File: config.mk
export PLATFORM = sky130hd
export DESIGN_NAME = dtp_pwm
export DESIGN_NICKNAME = d
export VERILOG_FILES = /design/src/dtp_pkg.sv /design/src/dtp_pwm.sv /design/src/dtp_timer.sv /design/src/dtp_channel.sv
export SDC_FILE = /design/constraint.sdc
export NUM_CORES = 1
export LEC_CHECK = 0
export BUFFER_PORTS_ARGS = -buffer_cell sky130_fd_sc_hd__buf_2
export CAP_MARGIN = 0
export CORE_MARGIN = 2
export CORE_UTILIZATION = 45
export CTS_BUF_LIST = sky130_fd_sc_hd__clkbuf_4
export DETAILED_ROUTE_END_ITERATION = 10
export MAX_ROUTING_LAYER = met4
export PLACE_DENSITY = 0.63
export RECOVER_POWER = 50
export SLEW_MARGIN = 20
export SYNTH_ARGS = -nofsm -noshare
export SYNTH_HDL_FRONTEND = slang
export SYNTH_SLANG_ARGS = --single-unit
File: constraint.sdc
create_clock -name sys_clk -period 4.2 [get_ports sys_clk]
set_input_delay 0.42 -clock sys_clk [delete_from_list [all_inputs] [get_ports sys_clk]]
set_output_delay 0.42 -clock sys_clk [all_outputs]
set_load 0.02 [all_outputs]
File: src/dtp_pkg.sv
// Purpose: Shared constants for the dual timebase pulse-width modulator.
// Assumes: 8-bit register port, 4-bit word index, 100 MHz oscillator clock.
// Notes: Register indices are word indices on the plain register port.
package dtp_pkg;

	// ----------------------------------------------------------------
	// Widths and counts
	// ----------------------------------------------------------------
	localparam int ADDR_W = 4;
	localparam int DATA_W = 8;
	localparam int DUTY_W = 10;
	localparam int NUM_CH = 3;
	localparam int PHASE_W = 2;

	// ----------------------------------------------------------------
	// Timing: one instruction cycle is four oscillator periods
	// ----------------------------------------------------------------
	localparam int OSC_PERIOD_NS = 10;
	localparam int INSTR_PERIOD_NS = 4 * OSC_PERIOD_NS;
	localparam int INSTR_CYCLES = INSTR_PERIOD_NS / OSC_PERIOD_NS;
	localparam logic [PHASE_W-1:0] PHASE_LAST = PHASE_W'(INSTR_CYCLES - 1);

	// ----------------------------------------------------------------
	// Register indices
	// ----------------------------------------------------------------
	localparam logic [ADDR_W-1:0] REG_CTRL = 4'h0;
	localparam logic [ADDR_W-1:0] REG_FLAGS = 4'h1;
	localparam logic [ADDR_W-1:0] REG_TIMER_ONE = 4'h2;
	localparam logic [ADDR_W-1:0] REG_TIMER_TWO = 4'h3;
	localparam logic [ADDR_W-1:0] REG_PERIOD_ONE = 4'h4;
	localparam logic [ADDR_W-1:0] REG_PERIOD_TWO = 4'h5;
	// Duty high of channel n at base + 2n, duty low at base + 2n + 1
	localparam logic [ADDR_W-1:0] REG_DUTY_BASE = 4'h6;

	// ----------------------------------------------------------------
	// Field positions
	// ----------------------------------------------------------------
	localparam int CTRL_RUN1 = 0;
	localparam int CTRL_RUN2 = 1;
	localparam int CTRL_CS1 = 2;
	localparam int CTRL_CS2 = 3;
	localparam int CTRL_WIDE = 4;
	localparam int CTRL_EN_LSB = 5;
	localparam int FLAG_T1 = 0;
	localparam int FLAG_T2 = 1;
	localparam int DUTY_LOW_LSB = 6;
	localparam int TB_SEL_BIT = 5;

	// ----------------------------------------------------------------
	// Reset values and timer maximum
	// ----------------------------------------------------------------
	localparam logic [DATA_W-1:0] CTRL_RST = 8'h00;
	localparam logic [DATA_W-1:0] TIMER_RST = 8'h00;
	localparam logic [DATA_W-1:0] PERIOD_RST = 8'h00;
	localparam logic [DUTY_W-1:0] DUTY_RST = 10'h000;
	localparam logic [DATA_W-1:0] TIMER_MAX = 8'hff;

endpackage : dtp_pkg

File: src/dtp_pwm.sv
// Purpose: Three-channel pulse-width modulator on two 8-bit period timers.
// Assumes: sys_clk is the oscillator; the Q-phase counter makes instruction cycles.
// Notes: Duty registers are double buffered; reads show the active latch.
//
// Design decisions made here: the address-and-strobe port and the register offsets.
`timescale 1ns/1ps

// What this block does
// - External falling edge advances selected timer
// - External clock pin passes two-stage synchroniser
// - Channel one always uses timer one
// - Channel two timebase chosen by its select bit
// - Channel three timebase chosen by its select bit
// - No sixteen-bit joining while channels used
// - Duty is high byte plus two low bits
// - High time is duty oscillator periods
// - Zero duty keeps output low
// - Duty high equal period gives short low
// - Full high only when duty exceeds period
// - Writes to master, copied at period start
// - Duty reads return active slave latches
// - Match then advance clears timer, sets flag
// - Timer flags cleared only by software
// - Internal source advances once per instruction
// - Stopped timer neither counts nor flags, except timer two carried in wide mode
// - Timers independent while wide mode clear
module dtp_pwm (
	input wire logic sys_clk,
	input wire logic rst,
	input wire logic [dtp_pkg::ADDR_W-1:0] reg_addr,
	input wire logic [dtp_pkg::DATA_W-1:0] reg_wdata,
	input wire logic reg_wr,
	input wire logic reg_rd,
	output logic [dtp_pkg::DATA_W-1:0] reg_rdata_q,
	input wire logic ext_timer_clock_pin,
	output logic channel_one,
	output logic channel_two,
	output logic channel_three,
	output logic timer1_flag,
	output logic timer2_flag
);

	// ----------------------------------------------------------------
	// Declarations
	// ----------------------------------------------------------------
	logic [dtp_pkg::PHASE_W-1:0] phase_q;
	logic instr_tick;
	logic ext_meta_q;
	logic ext_sync_q;
	logic ext_prev_q;
	logic ext_fall;
	logic [dtp_pkg::DATA_W-1:0] ctrl_q;
	logic [dtp_pkg::DATA_W-1:0] period_one_q;
	logic [dtp_pkg::DATA_W-1:0] period_two_q;
	logic [dtp_pkg::DATA_W-1:0] timer_one;
	logic [dtp_pkg::DATA_W-1:0] timer_two;
	logic [dtp_pkg::NUM_CH-1:0] ch_enable;
	logic any_channel;
	logic wide_active;
	logic match_wide;
	logic src_one;
	logic src_two;
	logic inc_one;
	logic inc_two;
	logic wrap_one;
	logic wrap_two;
	logic roll_one;
	logic roll_two;
	logic load_one;
	logic load_two;
	logic flag_clr_wr;
	logic timer1_flag_d;
	logic timer2_flag_d;
	logic [dtp_pkg::DATA_W-1:0] master_high_q [dtp_pkg::NUM_CH];
	logic [2:0] master_low_q [dtp_pkg::NUM_CH];
	logic [dtp_pkg::DUTY_W-1:0] master_duty [dtp_pkg::NUM_CH];
	logic [dtp_pkg::DUTY_W-1:0] slave_duty [dtp_pkg::NUM_CH];
	logic [dtp_pkg::NUM_CH-1:0] ch_tb_two;
	logic [dtp_pkg::NUM_CH-1:0] ch_start;
	logic [dtp_pkg::NUM_CH-1:0] ch_pwm;
	logic [dtp_pkg::DATA_W-1:0] ch_count [dtp_pkg::NUM_CH];
	logic [dtp_pkg::DATA_W-1:0] rdata_d;

	// ----------------------------------------------------------------
	// Q-phase counter and instruction tick
	// ----------------------------------------------------------------

	// Free-running Q1..Q4 phase, one oscillator period each
	// Starts at zero, so the first tick falls on the fourth edge
	always_ff @(posedge sys_clk or posedge rst) begin
		if (rst) begin
			phase_q <= '0;
		end else begin
			phase_q <= phase_q + 2'h1;
		end
	end

	// One tick per four oscillator periods
	assign instr_tick = (phase_q == dtp_pkg::PHASE_LAST);

	// ----------------------------------------------------------------
	// External timer clock input
	// ----------------------------------------------------------------

	// Two-stage synchroniser; idle level high so reset gives no edge
	always_ff @(posedge sys_clk or posedge rst) begin
		if (rst) begin
			ext_meta_q <= 1'b1;
			ext_sync_q <= 1'b1;
		end else begin
			ext_meta_q <= ext_timer_clock_pin;
			ext_sync_q <= ext_meta_q;
		end
	end

	// Edge detector reads only the settled stage
	always_ff @(posedge sys_clk or posedge rst) begin
		if (rst) begin
			ext_prev_q <= 1'b1;
		end else begin
			ext_prev_q <= ext_sync_q;
		end
	end

	// Falling edge lags the pin by the synchroniser depth
	// Limitation: pin levels shorter than one clock can be missed
	assign ext_fall = ext_prev_q & ~ext_sync_q;

	// ----------------------------------------------------------------
	// Control and period registers
	// ----------------------------------------------------------------

	// Run, clock source, wide mode and channel enables
	always_ff @(posedge sys_clk or posedge rst) begin
		if (rst) begin
			ctrl_q <= dtp_pkg::CTRL_RST;
		end else if (reg_wr && reg_addr == dtp_pkg::REG_CTRL) begin
			ctrl_q <= reg_wdata;
		end
	end

	// Period registers take effect on the next compare
	always_ff @(posedge sys_clk or posedge rst) begin
		if (rst) begin
			period_one_q <= dtp_pkg::PERIOD_RST;
			period_two_q <= dtp_pkg::PERIOD_RST;
		end else if (reg_wr && reg_addr == dtp_pkg::REG_PERIOD_ONE) begin
			period_one_q <= reg_wdata;
		end else if (reg_wr && reg_addr == dtp_pkg::REG_PERIOD_TWO) begin
			period_two_q <= reg_wdata;
		end
	end

	// Channel enables sit above the run, source and wide bits
	assign ch_enable = ctrl_q[dtp_pkg::CTRL_EN_LSB +: dtp_pkg::NUM_CH];
	assign any_channel = |ch_enable;
	// Joining is refused while any channel runs
	assign wide_active = ctrl_q[dtp_pkg::CTRL_WIDE] & ~any_channel;

	// ----------------------------------------------------------------
	// Timer advance and wrap
	// ----------------------------------------------------------------

	// Clock source per timer: instruction tick or external falling edge
	assign src_one = ctrl_q[dtp_pkg::CTRL_CS1] ? ext_fall : instr_tick;
	assign src_two = ctrl_q[dtp_pkg::CTRL_CS2] ? ext_fall : instr_tick;

	// Sixteen-bit match across both timers, only used in wide mode
	assign match_wide = ({timer_two, timer_one} == {period_two_q, period_one_q});

	// A stopped timer one never advances, so it can never raise its flag
	assign inc_one = ctrl_q[dtp_pkg::CTRL_RUN1] & src_one;

	// Wide mode carries timer one into timer two
	always_comb begin
		if (wide_active) begin
			wrap_one = match_wide;
			wrap_two = match_wide;
			inc_two = inc_one & ((timer_one == dtp_pkg::TIMER_MAX) | match_wide);
		end else begin
			wrap_one = (timer_one == period_one_q);
			wrap_two = (timer_two == period_two_q);
			inc_two = ctrl_q[dtp_pkg::CTRL_RUN2] & src_two;
		end
	end

	// Rollover is the advance that folds a timer back to zero
	assign roll_one = inc_one & wrap_one;
	assign roll_two = inc_two & wrap_two & ~wide_active;

	// Software loads go straight into the counters
	assign load_one = reg_wr && (reg_addr == dtp_pkg::REG_TIMER_ONE);
	assign load_two = reg_wr && (reg_addr == dtp_pkg::REG_TIMER_TWO);

	// ----------------------------------------------------------------
	// Timers
	// ----------------------------------------------------------------
	// Both timers take their load value from the write data
	dtp_timer u_timer_one (
		.sys_clk(sys_clk),
		.rst(rst),
		.inc(inc_one),
		.wrap(wrap_one),
		.load(load_one),
		.load_data(reg_wdata),
		.count_q(timer_one)
	);

	dtp_timer u_timer_two (
		.sys_clk(sys_clk),
		.rst(rst),
		.inc(inc_two),
		.wrap(wrap_two),
		.load(load_two),
		.load_data(reg_wdata),
		.count_q(timer_two)
	);

	// ----------------------------------------------------------------
	// Timer flags
	// ----------------------------------------------------------------

	// Write one to clear; a rollover in the same cycle wins
	assign flag_clr_wr = reg_wr && (reg_addr == dtp_pkg::REG_FLAGS);
	assign timer1_flag_d = roll_one |
		(timer1_flag & ~(flag_clr_wr & reg_wdata[dtp_pkg::FLAG_T1]));
	assign timer2_flag_d = roll_two |
		(timer2_flag & ~(flag_clr_wr & reg_wdata[dtp_pkg::FLAG_T2]));

	// Hardware only ever sets these
	always_ff @(posedge sys_clk or posedge rst) begin
		if (rst) begin
			timer1_flag <= 1'b0;
			timer2_flag <= 1'b0;
		end else begin
			timer1_flag <= timer1_flag_d;
			timer2_flag <= timer2_flag_d;
		end
	end

	// ----------------------------------------------------------------
	// Duty master latches and channels
	// ----------------------------------------------------------------
	// One master latch pair and one channel per entry
	genvar gi;
	generate
		for (gi = 0; gi < dtp_pkg::NUM_CH; gi++) begin : g_ch
			localparam logic [dtp_pkg::ADDR_W-1:0] ADDR_HIGH =
				dtp_pkg::REG_DUTY_BASE + dtp_pkg::ADDR_W'(2 * gi);
			localparam logic [dtp_pkg::ADDR_W-1:0] ADDR_LOW =
				dtp_pkg::REG_DUTY_BASE + dtp_pkg::ADDR_W'(2 * gi + 1);

			// Software writes land in the master only
			always_ff @(posedge sys_clk or posedge rst) begin
				if (rst) begin
					master_high_q[gi] <= dtp_pkg::DUTY_RST[9:2];
					master_low_q[gi] <= 3'h0;
				end else if (reg_wr && reg_addr == ADDR_HIGH) begin
					master_high_q[gi] <= reg_wdata;
				end else if (reg_wr && reg_addr == ADDR_LOW) begin
					master_low_q[gi] <= reg_wdata[7:5];
				end
			end

			// High byte on top, low-register bits 7:6 below
			assign master_duty[gi] = {master_high_q[gi], master_low_q[gi][2:1]};

			// Timebase select acts at once, it is not double buffered
			if (gi == 0) begin : g_fixed
				assign ch_tb_two[gi] = 1'b0;
			end else begin : g_sel
				assign ch_tb_two[gi] = master_low_q[gi][0];
			end

			// Compare count and period start follow the chosen timebase
			assign ch_count[gi] = ch_tb_two[gi] ? timer_two : timer_one;
			assign ch_start[gi] = ch_tb_two[gi] ? roll_two : roll_one;

			dtp_channel u_channel (
				.sys_clk(sys_clk),
				.rst(rst),
				.enable(ch_enable[gi]),
				.period_start(ch_start[gi]),
				.timer_count(ch_count[gi]),
				.phase(phase_q),
				.master_duty(master_duty[gi]),
				.slave_duty_q(slave_duty[gi]),
				.pwm_q(ch_pwm[gi])
			);
		end
	endgenerate

	// Channel flops drive the pins directly
	assign channel_one = ch_pwm[0];
	assign channel_two = ch_pwm[1];
	assign channel_three = ch_pwm[2];

	// ----------------------------------------------------------------
	// Read data
	// ----------------------------------------------------------------

	// Duty reads show the slave latch; unmapped indices read zero
	always_comb begin
		rdata_d = '0;
		if (reg_addr == dtp_pkg::REG_CTRL) begin
			rdata_d = ctrl_q;
		end else if (reg_addr == dtp_pkg::REG_FLAGS) begin
			rdata_d[dtp_pkg::FLAG_T1] = timer1_flag;
			rdata_d[dtp_pkg::FLAG_T2] = timer2_flag;
		end else if (reg_addr == dtp_pkg::REG_TIMER_ONE) begin
			rdata_d = timer_one;
		end else if (reg_addr == dtp_pkg::REG_TIMER_TWO) begin
			rdata_d = timer_two;
		end else if (reg_addr == dtp_pkg::REG_PERIOD_ONE) begin
			rdata_d = period_one_q;
		end else if (reg_addr == dtp_pkg::REG_PERIOD_TWO) begin
			rdata_d = period_two_q;
		end else begin
			for (int i = 0; i < dtp_pkg::NUM_CH; i++) begin
				if (reg_addr == dtp_pkg::REG_DUTY_BASE + dtp_pkg::ADDR_W'(2 * i)) begin
					rdata_d = slave_duty[i][9:2];
				end else if (reg_addr ==
					dtp_pkg::REG_DUTY_BASE + dtp_pkg::ADDR_W'(2 * i + 1)) begin
					rdata_d[7:6] = slave_duty[i][1:0];
					rdata_d[dtp_pkg::TB_SEL_BIT] = master_low_q[i][0];
				end
			end
		end
	end

	// Read data stands only in the cycle after the strobe
	// Zero outside the answer keeps stale data off the bus
	always_ff @(posedge sys_clk or posedge rst) begin
		if (rst) begin
			reg_rdata_q <= '0;
		end else if (reg_rd) begin
			reg_rdata_q <= rdata_d;
		end else begin
			reg_rdata_q <= '0;
		end
	end

endmodule : dtp_pwm

File: src/dtp_timer.sv
// Purpose: One 8-bit period timer with software load.
// Assumes: inc is a one-cycle advance pulse, wrap says the count has hit its period.
// Notes: A software load wins over an advance in the same cycle.
`timescale 1ns/1ps
module dtp_timer (
	input wire logic sys_clk,
	input wire logic rst,
	input wire logic inc,
	input wire logic wrap,
	input wire logic load,
	input wire logic [dtp_pkg::DATA_W-1:0] load_data,
	output logic [dtp_pkg::DATA_W-1:0] count_q
);

	// Count up, fold to zero on the advance after a period match
	always_ff @(posedge sys_clk or posedge rst) begin
		if (rst) begin
			count_q <= dtp_pkg::TIMER_RST;
		end else if (load) begin
			count_q <= load_data;
		end else if (inc) begin
			count_q <= wrap ? dtp_pkg::TIMER_RST : count_q + 8'h01;
		end
	end

endmodule : dtp_timer

File: src/dtp_channel.sv
// Purpose: One modulator channel: slave duty latch and output compare.
// Assumes: period_start pulses on the advance that folds the timebase to zero.
// Notes: Compare uses the timer count extended by the Q-phase counter.
`timescale 1ns/1ps
module dtp_channel (
	input wire logic sys_clk,
	input wire logic rst,
	input wire logic enable,
	input wire logic period_start,
	input wire logic [dtp_pkg::DATA_W-1:0] timer_count,
	input wire logic [dtp_pkg::PHASE_W-1:0] phase,
	input wire logic [dtp_pkg::DUTY_W-1:0] master_duty,
	output logic [dtp_pkg::DUTY_W-1:0] slave_duty_q,
	output logic pwm_q
);

	logic [dtp_pkg::DUTY_W-1:0] ext_count;
	logic [dtp_pkg::DUTY_W:0] ext_next;

	// Position inside the period at oscillator resolution
	assign ext_count = {timer_count, phase};
	assign ext_next = {1'b0, ext_count} + 11'h001;

	// Slave latch only moves at a period boundary
	always_ff @(posedge sys_clk or posedge rst) begin
		if (rst) begin
			slave_duty_q <= dtp_pkg::DUTY_RST;
		end else if (period_start) begin
			slave_duty_q <= master_duty;
		end
	end

	// High from period start for duty oscillator periods
	// Looking one count ahead keeps the high time exact to the cycle
	always_ff @(posedge sys_clk or posedge rst) begin
		if (rst) begin
			pwm_q <= 1'b0;
		end else if (!enable) begin
			pwm_q <= 1'b0;
		end else if (period_start) begin
			pwm_q <= (master_duty != dtp_pkg::DUTY_RST);
		end else if (ext_next >= {1'b0, slave_duty_q}) begin
			pwm_q <= 1'b0;
		end
	end

endmodule : dtp_channel

Word-level counts from Yosys, hierarchy flattened
Cells that the tools add are included.

Bits in registers: 121. Bits of input ports: 17. Logic and storage cells: 140.

Add/subtract/negate cells: 6. Order comparisons: 3. Equality and inequality tests: 19. Muxes and demuxes: 41. Bitwise gates (word level): 24. Reductions and logical operators: 23.

Operator list (count): 8-bit two-way mux (14); 10-bit by 1-bit adder with 11-bit output, second input constant (3); 11-bit by 10-bit greater-or-equal comparator with 1-bit output (3); 10-bit nonzero test (3); 3-bit two-way mux (6); 8-bit by 1-bit adder with 8-bit output, second input constant (2); 16-bit == test (1); 4-bit by 3-bit == test with 1-bit output, second input constant (4); 4-bit == test, second input constant (4); 8-bit == test (2); 1-bit two-way mux (16); 5-bit two-way mux (3); 1-bit bitwise AND (12); 1-bit logical AND (12); 3-bit by 1-bit inequality test with 1-bit output, second input constant (3); 1-bit NOT (9); 4-bit by 2-bit == test with 1-bit output, second input constant (2); 8-bit == test, second input constant (1); 2-bit AND reduction (4); 6-bit two-way mux (1); 4-bit by 1-bit == test with 1-bit output, second input constant (1); 4-bit zero test (1); 2-bit nonzero test (2); 1-bit bitwise OR (3); other kinds (4) (4).

Depth between registers and ports, before layout
Gate-level depths: netlist of the first run.

Depth after elaboration: 14. Depth in mapped cells: 13. Depth with buffers taken out: 12.

By module
A second synthesis of the first run with hierarchy kept.

Cells, all modules: 762. Area total of the unflattened synthesis: 7583.5 um2.

Modules (own cells, without submodules): dtp_pwm (instances 1, cells each 364, area an instance 4083.9 um2, sequential area each 1805.5 um2); dtp_channel (instances 3, cells each 92, area an instance 824.5 um2, sequential area each 275.3 um2); dtp_timer (instances 2, cells each 61, area an instance 513.0 um2, sequential area each 200.2 um2).

Worst setup path before layout of the first run
OpenSTA, ideal clock, no wires.

Path kind: register -> register. Start: register u_timer_two.count_q[0] (netlist bit). End: register g_ch[1].u_channel.pwm_q. Arrival time: 2.450 ns. Required time: 4.121 ns. Path slack: 1.670 ns. Cell stages (with the launch flop): 14. Path buffers: 1. Cells stage by stage: dfrtp_1 clkbuf_1 nand3_1 o21a_1 nor4_1 nand2_1 xor2_1 mux2i_1 ha_1 nand4_1 nand4b_1 a21oi_1 o211ai_1 mux2i_1.

Word-level cells in the longest chain between the ends: 9. Elaborated cells on any way between the ends: 17.

Ends and longest elaborated chain: start: declaration (line dtp_timer.sv:12) `output logic [dtp_pkg::DATA_W-1:0] count_q`; start signal: assignment (line dtp_timer.sv:18) `count_q <= dtp_pkg::TIMER_RST;`; start signal: assignment (line dtp_timer.sv:20) `count_q <= load_data;`; start signal: assignment (line dtp_timer.sv:22) `count_q <= wrap ? dtp_pkg::TIMER_RST : count_q + 8'h01;`; branches (longest 9 deep; another with 10-bit by 1-bit adder with 11-bit output); end signal: assignment (line dtp_channel.sv:41) `pwm_q <= (master_duty != dtp_pkg::DUTY_RST);`; end: declaration (line dtp_channel.sv:14) `output logic pwm_q`.

Parallel ways; which one is timed is not known. A chain may end at the register's enable or synchronous reset.

Worst setup path after layout of the first run
Start: register master_low_q (netlist bit ch_tb_two[1]). End: register g_ch[1].u_channel.pwm_q.

Word-level cells in the longest chain between the ends: 4. Elaborated cells on any way between the ends: 7.

Ends and longest elaborated chain: start: declaration (line dtp_pwm.sv:75) `logic [2:0] master_low_q [dtp_pkg::NUM_CH];`; start signal: indexed assignment (line dtp_pwm.sv:261) `master_low_q[gi] <= reg_wdata[7:5];`; 8-bit two-way mux (line dtp_pwm.sv:276) `assign ch_count[gi] = ch_tb_two[gi] ? timer_two : timer_one;`; 10-bit by 1-bit adder with 11-bit output (line dtp_channel.sv:22) `assign ext_next = {1'b0, ext_count} + 11'h001;`; 11-bit by 10-bit greater-or-equal comparator with 1-bit output (line dtp_channel.sv:42) `end else if (ext_next >= {1'b0, slave_duty_q}) begin`; 3-bit by 1-bit inequality test with 1-bit output (no line).

Several ways; a longest one is shown, not always the timed one.

==> results.json, run 1 <==
{
  "grt_max_degree": 67,
  "fin_area_mm2": 0.00809,
  "leakage_uw": 0.00355,
  "period_needed_ns": 3.19,
  "dp_hpwl_um": 17100,
  "synthMostInstantiatedCell": "dfrtp_1",
  "cts_sinks": 121,
  "status": "finished, violations left",
  "syn_area_per_cell_um2": 10.2,
  "grt_pass1_vias": 5959,
  "hold_buffers": 1,
  "final_util_pct": 49.0,
  "max_clock_freq_mhz": 313,
  "routed_wl_um": 24200,
  "hold_viol_final": 0,
  "die_w_um": 134,
  "drt_iter0_drc": 686,
  "reg2reg_slack_ns": 1.01,
  "cts_repair_resize_count": 0,
  "gp_congestion": 0.956,
  "cts_tree": "done",
  "drive_gt1_share_pct": 21.8,
  "synth_top_area_share_pct": 39.1,
  "grt-ovfl-total": 0,
  "drcViolationCount": 0,
  "initial_core_util_pct": 45.7,
  "wl_per_cell_um": 24.7,
  "dpl_cell_area_mm2": 0.00781,
  "ys_seq_area_share_pct": 40.1,
  "failed_checks": "capacitance limit, slew limit",
  "fin_tns_setup_ns": 0,
  "swShare_pct": 39.6,
  "clkSlewWorstSetupHoldPaths_ns": 0.12,
  "fin_nets": 799,
  "ios": 30,
  "vdd.ir_drop.worst_v": 0.000287,
  "drt-vias-per-instance": 6.16,
  "pwr-share-comb_pct": 31.0,
  "finalWorstSetupSlack_ns": 1.01,
  "synth_cell_types": 69,
  "ant_nets": 0,
  "clkPwrFrac_pct": 22.0,
  "antenna_found_initial": 1,
  "min_path_type": "in2reg",
  "switchingPower_uw": 1500,
  "synth_area_mm2": 0.00756,
  "rsz0062_at_grt": "no",
  "synthTopCellsByArea": "dfrtp_1, mux2_2, ha_1, mux2_4, nand2_1",
  "skew_ns": 0.0224,
  "synth_common_cells": "dfrtp_1, mux2_2, nand2_1",
  "vias": 6051,
  "die_y_um": 134,
  "period_share_pct": 76.0,
  "core_region_area_mm2": 0.0165,
  "multi_input_area_mm2": 0.00414,
  "power.share.sequential_pct": 47.0,
  "drt_pre_antenna_iters": 5,
  "required_ns": 4.67,
  "cp_max_fo": 21,
  "die-area_mm2": 0.0178,
  "post_cts.repair.setup_buffers": 0,
  "crit_type": "reg2reg",
  "cp-start-kind": "flip-flop",
  "syn_inst": 743,
  "rows": 47,
  "clk_latency_ns": 0.57,
  "worstHoldPathCells": 2,
  "cp-end-kind": "flip-flop",
  "clock_tree.root_cell": "clkbuf_4",
  "synth_top_flop_cell": "dfrtp_1",
  "port_buffers": 29,
  "htree_levels": 4,
  "clockBufferDepth": 2,
  "finalPower_uw": 3800,
  "yosysTopAreaCell": "dfrtp_1",
  "power.density_mw_per_mm2": 470,
  "grt_pass1_wl_um": 37000,
  "synth_warnings": 0,
  "internal_power_uw": 2300,
  "grtUsageTotal_pct": 29.1,
  "final_max_slew_viol_count": 167,
  "worst_slew_pin_slew_ns": 2.94,
  "cts_made_buffers": 17,
  "regArea_mm2": 0.00303,
  "synth-edff-count": 0,
  "synth_nets": 794,
  "area_growth_pct": 7.05,
  "dp_slack_ns": 1.09,
  "fillCellCount": 1496,
  "postSynth.asyncResetShare_pct": 100,
  "drv_cap": 4,
  "max_slew_margin_pct": -96.8,
  "crit_arrival_ns": 3.67,
  "synth_seq_cells": 121,
  "setup_violations": 0,
  "r2r_cells": 12
}
-- stage by stage --
step / std cells / hold WS, ns
detailed placement: 948 / 0.352
global route: 982 / 0.137
floorplan: 743 / 0.345
global placement: 948 / 0.346
finish: 982 / 0.153
CTS: 981 / 0.0294
-- power by group through the flow --
stage          Sequential, µW  Combinational [µW]  Clock [µW]
3_3_place_gp             1790                1130           0
4_1_cts                  1770                1170         844
3_5_place_dp             1790                1160           0
2_1_floorplan            1530                1030           0
6_report                 1790                1180         836
5_1_grt                  1810                1310         903
-- kinds of logic (layout without fill, tap and decap cells) --
group                    count (synthesis)  count (layout)  synth area share (%)
AO/OA/AOI/OAI                          165             165                  15.0
XOR/XNOR                                40              40                  4.74
adder cells (fa/ha/maj)                 34              34                  5.63
buffers and inverters                   93             111                  5.13
flip-flops                             121             121                  40.1
multiplexers                           102             102                  16.0
other                                    0               1                     0
AND/OR/NAND/NOR                        188             188                  13.4
-- layout make-up --
class	count	share of cell area, %
Inverter	40	1.87
Antenna cell	1	0.0309
Sequential cell	121	37.5
Tap cell	220	3.40
Timing Repair Buffer	39	2.64
Clock buffer	17	1.58
Clock inverter	15	1.86
Multi-Input combinational cell	529	51.1
-- metal layers --
| metal | track usage, % | wire [µm] | up-vias |
|---|---|---|---|
| met5 | - | 0 | - |
| met3 | 6.28 | 1940 | 53 |
| met2 | 41.6 | 10600 | 297 |
| li1 | - | - | 2705 |
| met4 | 12.8 | 1070 | 0 |
| met1 | 39.6 | 10700 | 2996 |
-- final timing paths --
kind,startpoint,endpoint
hold / removal,reg_rd,reg_rdata_q[1]
setup / recovery,ch_tb_two[1],g_ch[1].u_channel.pwm_q
max in group asynchronous,rst,u_timer_one.count_q[5]
setup reg to reg,ch_tb_two[1],g_ch[1].u_channel.pwm_q
min in group asynchronous,rst,master_duty[3]
hold reg to reg,ext_meta_q,ext_sync_q
-- critical path: stages (launching register included) --
cell	delay, ns
dfrtp_1	0.86
nand3_1	0.14
o21a_1	0.19
nor4_1	0.53
nand2_1	0.14
xor2_1	0.17
mux2i_1	0.21
ha_1	0.28
nand4_1	0.10
nand4b_1	0.10
a21oi_1	0.13
o211ai_1	0.11
mux2i_1	0.14
-- state kept, by name (all words and copies together), names as in the netlist, 2 cells and up --
| name | flops |
|---|---|
| ctrl_q | 8 |
| g_ch.u_channel.slave_duty_q | 30 |
| u_timer_one.count_q | 8 |
| master_duty | 30 |
| period_one_q | 8 |
| ch_tb_two | 2 |
| g_ch.u_channel.pwm_q | 3 |
| phase_q | 2 |
| period_two_q | 8 |
| reg_rdata_q | 8 |
| u_timer_two.count_q | 8 |
-- cell usage in the layout (no fill, tap or decap), drive strengths merged, types with 12 or more instances in the layout --
cell type / netlist / layout
a21oi: 35 / 35
and3: 12 / 12
buf: 22 / 35
clkbuf: 31 / 20
dfrtp: 118 / 118
ha: 34 / 34
inv: 40 / 42
mux2: 86 / 86
mux2i: 15 / 15
nand2: 55 / 55
nand2b: 12 / 12
nand3: 19 / 19
nor2: 28 / 28
o21ai: 31 / 31
xnor2: 20 / 20
xor2: 20 / 20
Power figures use the tool's default switching activity.
==> run 2: changes to the inputs <==
clock period = 3.3 ns   (was 4.2 ns; I/O delays follow)
==> run 2 against run 1 <==
  * The flow still finishes with violations (capacitance limit, slew limit)
  * Global-route usage fell by 0.33 points
  * Register-to-register slack got worse by 0.68 ns
  * Flip-flop and latch count did not move
  * Setup slack got worse by 0.68 ns
  * Combinational power rose by 37%
  * Die area did not move
  * Via count rose by 0.86%
  * Highest routed layer unchanged
==> results.json, run 2 (synthesized netlist as in run 1, its figures left out) <==
{
  "swShare_pct": 39.5,
  "final_cell_mix": "dfrtp_1, mux2_2, nand2_1",
  "die-area_mm2": 0.0178,
  "port_buffers": 29,
  "grt-ovfl-total": 0,
  "clockBufferDepth": 2,
  "setup_violations": 0,
  "wl_per_cell_um": 24.1,
  "clk_latency_ns": 0.57,
  "grt_pass1_wl_um": 36600,
  "max_clock_freq_mhz": 336,
  "period_needed_ns": 2.97,
  "layout_commonest_cell": "dfrtp_1",
  "die_w_um": 134,
  "cts_tree": "done",
  "internal_power_uw": 2980,
  "grt_pass1_vias": 5948,
  "final_max_slew_viol_count": 79,
  "power.density_mw_per_mm2": 600,
  "period_share_pct": 90.1,
  "clkSlewWorstSetupHoldPaths_ns": 0.15,
  "gp_congestion": 0.997,
  "drv_cap": 2,
  "status": "finished, violations left",
  "antenna_found_initial": 3,
  "cts_made_buffers": 17,
  "rsz0062_at_grt": "no",
  "skew_ns": 0.0303,
  "clock_tree.root_cell": "clkbuf_4",
  "drt-vias-per-instance": 6.13,
  "htree_levels": 4,
  "power.share.sequential_pct": 44.5,
  "die_y_um": 134,
  "routed_wl_um": 24000,
  "core_region_area_mm2": 0.0165,
  "cp_max_fo": 9,
  "required_ns": 3.79,
  "fillCellCount": 1558,
  "grtUsageTotal_pct": 28.7,
  "cts_repair_resize_count": 0,
  "whs_ns": 0.0582,
  "final_util_pct": 49.6,
  "ant_nets": 0,
  "cp-end-kind": "flip-flop",
  "clkPwrFrac_pct": 22.6,
  "drcViolationCount": 0,
  "dp_hpwl_um": 17400,
  "ios": 30,
  "rows": 47,
  "crit_arrival_ns": 3.46,
  "pwr-share-comb_pct": 32.9,
  "area_growth_pct": 8.41,
  "switchingPower_uw": 1940,
  "drive_gt1_share_pct": 22.9,
  "max_slew_margin_pct": -29.6,
  "crit_type": "reg2reg",
  "drt_iter0_drc": 597,
  "leakage_uw": 0.00362,
  "fin_tns_setup_ns": 0,
  "drt_pre_antenna_iters": 8,
  "fin_nets": 812,
  "grt_max_degree": 48,
  "cts_sinks": 121,
  "failed_checks": "capacitance limit, slew limit",
  "hold_viol_final": 0,
  "worst_slew_pin_slew_ns": 1.93,
  "vias": 6103,
  "initial_core_util_pct": 45.7,
  "cp-start-kind": "flip-flop",
  "min_path_type": "in2reg",
  "vdd.ir_drop.worst_v": 0.000421
}
-- run 2: cell types whose count changed in the layout (fill, tap and decap cells not counted), sizes merged --
cell,change
buf,+8
clkbuf,+4
inv,+3
clkinv,-2
clkinvlp,-1
dlygate4sd3,+1
-- run 2: metal layers --
layer  global-route usage [%]  vias up  wire (µm)
met4                     9.87        0        755
met1                     39.5     3050      10600
met2                     42.2      261      10800
met5                        -        -          0
li1                         -     2742          -
met3                     6.16       50       1740
-- run 2: layout make-up --
type | count | area (µm²) | share of cell area, %
flip-flops and latches | 121 | 3030 | 37.0
clock buffers | 17 | 128 | 1.56
diodes | 1 | 2.50 | 0.0305
well taps | 220 | 275 | 3.36
clock inverters | 15 | 165 | 2.02
multi-input cells | 529 | 4140 | 50.5
repair buffers | 52 | 302 | 3.68
inverters | 40 | 151 | 1.85
-- run 2: power by group through the flow --
stage	Clock, µW	Sequential, µW	Combinational, µW
CTS	1140	2180	1610
detailed placement	0	2200	1590
global route	1200	2220	1780
global placement	0	2190	1550
finish	1110	2190	1620
floorplan	0	1950	1310
-- run 2: final timing paths --
check | from | endpoint | slack (ns) | depth (start not counted)
hold / removal | reg_rd | reg_rdata_q[1] | 0.06 | 2
setup / recovery | u_timer_one.count_q[1] | g_ch[0].u_channel.pwm_q | 0.33 | 11
hold reg to reg | ext_meta_q | ext_sync_q | 0.37 | 0
setup reg to reg | u_timer_one.count_q[1] | g_ch[0].u_channel.pwm_q | 0.33 | 11
max in group asynchronous | rst | g_ch[1].u_channel.slave_duty_q[4] | 0.69 | 4
min in group asynchronous | rst | master_duty[7] | 0.79 | 3
-- run 2: through the flow --
stage                     instances  total power (µW)  instance area, µm²  setup WS [ns]
after detailed placement        960              3790                7930          0.439
after floorplan                 743              3260                7560          0.770
after global routing            995              5200                8190         0.0984
after CTS                       994              4920                8240          0.397
final                           995              4920                8190          0.325
after global placement          960              3740                7930          0.501
-- run 2: worst max-delay path, cell delays in order, from the launching register on --
cell and delay (ns):
dfrtp_1 0.64, ha_1 0.34, nand3_1 0.18, nor2_1 0.18, nand2_1 0.09, xnor2_1 0.27
ha_1 0.31, a21oi_1 0.13, nor2b_1 0.06, a2111oi_0 0.39, o21ai_0 0.16, mux2i_1 0.14
-- run 2: what timing repair did --
action,4_1_cts,5_1_grt
setup buffers,0,0
hold buffers,2,0
endpoints found under the hold margin,29,0
==> run 3: changes to the inputs <==
ABC_AREA = 1   (was default)
CELL_PAD_IN_SITES_DETAIL_PLACEMENT = 1   (was default)
CELL_PAD_IN_SITES_GLOBAL_PLACEMENT = 1   (was default)
PLACE_DENSITY = 0.8   (was 0.63)
==> run 3 against run 2 <==
  * The flow still finishes with violations (capacitance limit, slew limit)
  * Final cell count up 21%
  * First-iteration DRC count rose by 8.5%
  * Routed wire length up 3.5%
  * Sequential power increased by 3%
  * Critical path depth shrank 7
  * Fmax up 2.5%
  * Flip-flop and latch count unchanged
  * Non-clock buffer count down 11
  * Total power up 9.7%
  * Register-to-register slack better by 0.14 ns
  * Die area shrank 3.8%
  * Sequential share of layout area rose by 1.5 points
  * Highest routed layer unchanged
==> results.json, run 3 <==
{
  "status": "finished, violations left",
  "failed_checks": "capacitance limit, slew limit",
  "dpl_cell_area_mm2": 0.00760,
  "clock_tree.root_cell": "clkbuf_4",
  "antenna_found_initial": 2,
  "synth_seq_cells": 121,
  "clkSlewWorstSetupHoldPaths_ns": 0.12,
  "crit_type": "in2async",
  "cp_max_fo": 41,
  "die_y_um": 131,
  "vias": 6781,
  "dp_hpwl_um": 18300,
  "max_clock_freq_mhz": 345,
  "dp_slack_ns": 0.527,
  "dr.max_layer_used": "met4",
  "period_needed_ns": 2.90,
  "regArea_mm2": 0.00303,
  "met3WireLength_um": 1270,
  "fin_nets": 1022,
  "grt_pass1_vias": 6627,
  "max_slew_margin_pct": -45.3,
  "whs_ns": 0.0593,
  "crit_arrival_ns": 3.14,
  "post_cts.repair.setup_buffers": 0,
  "drcViolationCount": 0,
  "grt-ovfl-total": 0,
  "cp-end-kind": "asynchronous set/reset pin",
  "met1Wirelength_um": 11300,
  "placed_cells": 1165,
  "fin_area_mm2": 0.00788,
  "worst_slew_pin_slew_ns": 2.18,
  "port_buffers": 29,
  "vdd.ir_drop.worst_v": 0.000299,
  "routed_wl_um": 24800,
  "final_max_slew_viol_count": 115,
  "cts_sinks": 121,
  "grtUsageTotal_pct": 31.4,
  "synth_top_area_share_pct": 40.6,
  "syn_area_per_cell_um2": 7.69,
  "die-area_mm2": 0.0172,
  "cp-start-kind": "input pin",
  "die_w_um": 131,
  "ys_seq_area_share_pct": 41.7,
  "skew_ns": 0.0152,
  "multi_input_area_mm2": 0.00366,
  "final_cell_mix": "nand2_1, dfrtp_1, o21ai_0",
  "setup_violations": 0,
  "drt_iter0_drc": 648,
  "cts_tree": "done",
  "finalWorstSetupSlack_ns": 0.398,
  "instances_no_fill": 1201,
  "rsz0062_at_grt": "no",
  "min_path_type": "in2reg",
  "wl_per_cell_um": 20.6,
  "area_growth_pct": 8.46,
  "hold_viol_final": 0,
  "synth_area_mm2": 0.00726,
  "cts_made_buffers": 17,
  "leakage_uw": 0.00381,
  "grt_pass1_wl_um": 38000,
  "drt-vias-per-instance": 5.65,
  "synth_cell_types": 43,
  "ant_nets": 0,
  "power.density_mw_per_mm2": 685,
  "gp_congestion": 1.00,
  "fin_tns_setup_ns": 0,
  "clockBufferDepth": 2,
  "ios": 30,
  "clk_latency_ns": 0.56,
  "drv_cap": 3,
  "synthMostInstantiatedCell": "nand2_1",
  "synth_top_flop_cell": "dfrtp_1",
  "synth_warnings": 0,
  "cts_repair_resize_count": 0,
  "drive_gt1_share_pct": 9.96,
  "htree_levels": 4,
  "fillCellCount": 2033,
  "synth-edff-count": 0,
  "synthTopCellsByArea": "dfrtp_1, nand2_1, o21ai_0, ha_1, inv_1",
  "synth_nets": 996,
  "yosysTopAreaCell": "dfrtp_1",
  "layout_commonest_cell": "nand2_1",
  "period_share_pct": 87.9,
  "synth_common_cells": "nand2_1, dfrtp_1, o21ai_0",
  "required_ns": 3.54,
  "wl_met2_um": 11500,
  "initial_core_util_pct": 45.9,
  "grt_max_degree": 47,
  "core_region_area_mm2": 0.0158,
  "rows": 46,
  "drt_pre_antenna_iters": 5,
  "postSynth.asyncResetShare_pct": 100,
  "syn_inst": 945
}
==> run 3: cell count changes in the layout (fill, tap and decap cells not counted), moves of 21 or more <==
| cell | before | now |
|---|---|---|
| nor2_1 | 28 | 55 |
| nand3_1 | 19 | 63 |
| o21ai_0 | 29 | 114 |
| nand2_1 | 55 | 253 |
| xor2_1 | 19 | 40 |
| inv_1 | 39 | 101 |
| mux2_2 | 68 | 0 |
==> run 3: metrics by stage <==
step | utilization, % | total power (µW)
final | 49.8 | 5390
after global placement | 48.0 | 4210
after detailed placement | 48.0 | 4300
after floorplan | - | 3640
after CTS | 49.9 | 5410
after global routing | 49.8 | 5790
==> run 3: cells by family (layout without fill, tap and decap cells) <==
kind of cell	count (synthesis)	count (layout)	synth area share (%)
xor gates and xnor gates	43	43	5.18
buffers and inverters	138	177	7.82
AOI/OAI and AO/OA	187	187	14.3
and+or+nand+nor	422	422	25.1
adders and majority gates	34	34	5.86
DFF	121	121	41.7
other	0	1	0
==> run 3: worst max-delay path: stages <==
cell             delay, ns
dlygate4sd3_1         0.53
buf_2                 0.12
clkinvlp_2            0.31
clkdlybuf4s25_1       1.80
==> run 3: area by class of cell <==
class                           instances  share of cell area (%)
Antenna cell                            1                  0.0318
Clock buffer                           18                    1.72
Clock inverter                         14                    1.87
Inverter                              104                    4.99
Multi-Input combinational cell        686                    46.5
Sequential cell                       121                    38.5
Tap cell                              216                    3.43
Timing Repair Buffer                   41                    2.97
==> run 3: final timing paths <==
| path | from | endpoint | slack (ns) | depth (start not counted) |
|---|---|---|---|---|
| worst max-delay path | rst | ch_tb_two[2] | 0.40 | 4 |
| worst min-delay path | reg_rd | reg_rdata_q[3] | 0.06 | 3 |
| worst max register to register | ch_tb_two[1] | g_ch[1].u_channel.pwm_q | 0.47 | 14 |
| worst min register to register | ext_meta_q | ext_sync_q | 0.37 | 0 |
| max in group sys_clk | ch_tb_two[1] | g_ch[1].u_channel.pwm_q | 0.47 | 14 |
| min in group asynchronous | rst | ctrl_q[5] | 0.30 | 3 |
==> run 3: layer usage <==
layer | up-vias | track usage (%)
met5 | - | -
met2 | 187 | 48.4
met1 | 3398 | 41.8
met3 | 47 | 6.21
met4 | 0 | 10.1
li1 | 3149 | -
==> run 3: report_power, final <==
part | total [µW] | switching (µW) | internal [µW]
sequential | 2250 | 443 | 1800
combinational | 2060 | 1280 | 782
clock | 1090 | 627 | 459
==> run 3: timing repair <==
| action | CTS | global route |
|---|---|---|
| hold buffers | 2 | 0 |
| endpoints found under the hold margin | 43 | 0 |
| setup endpoints to repair | 0 | 0 |
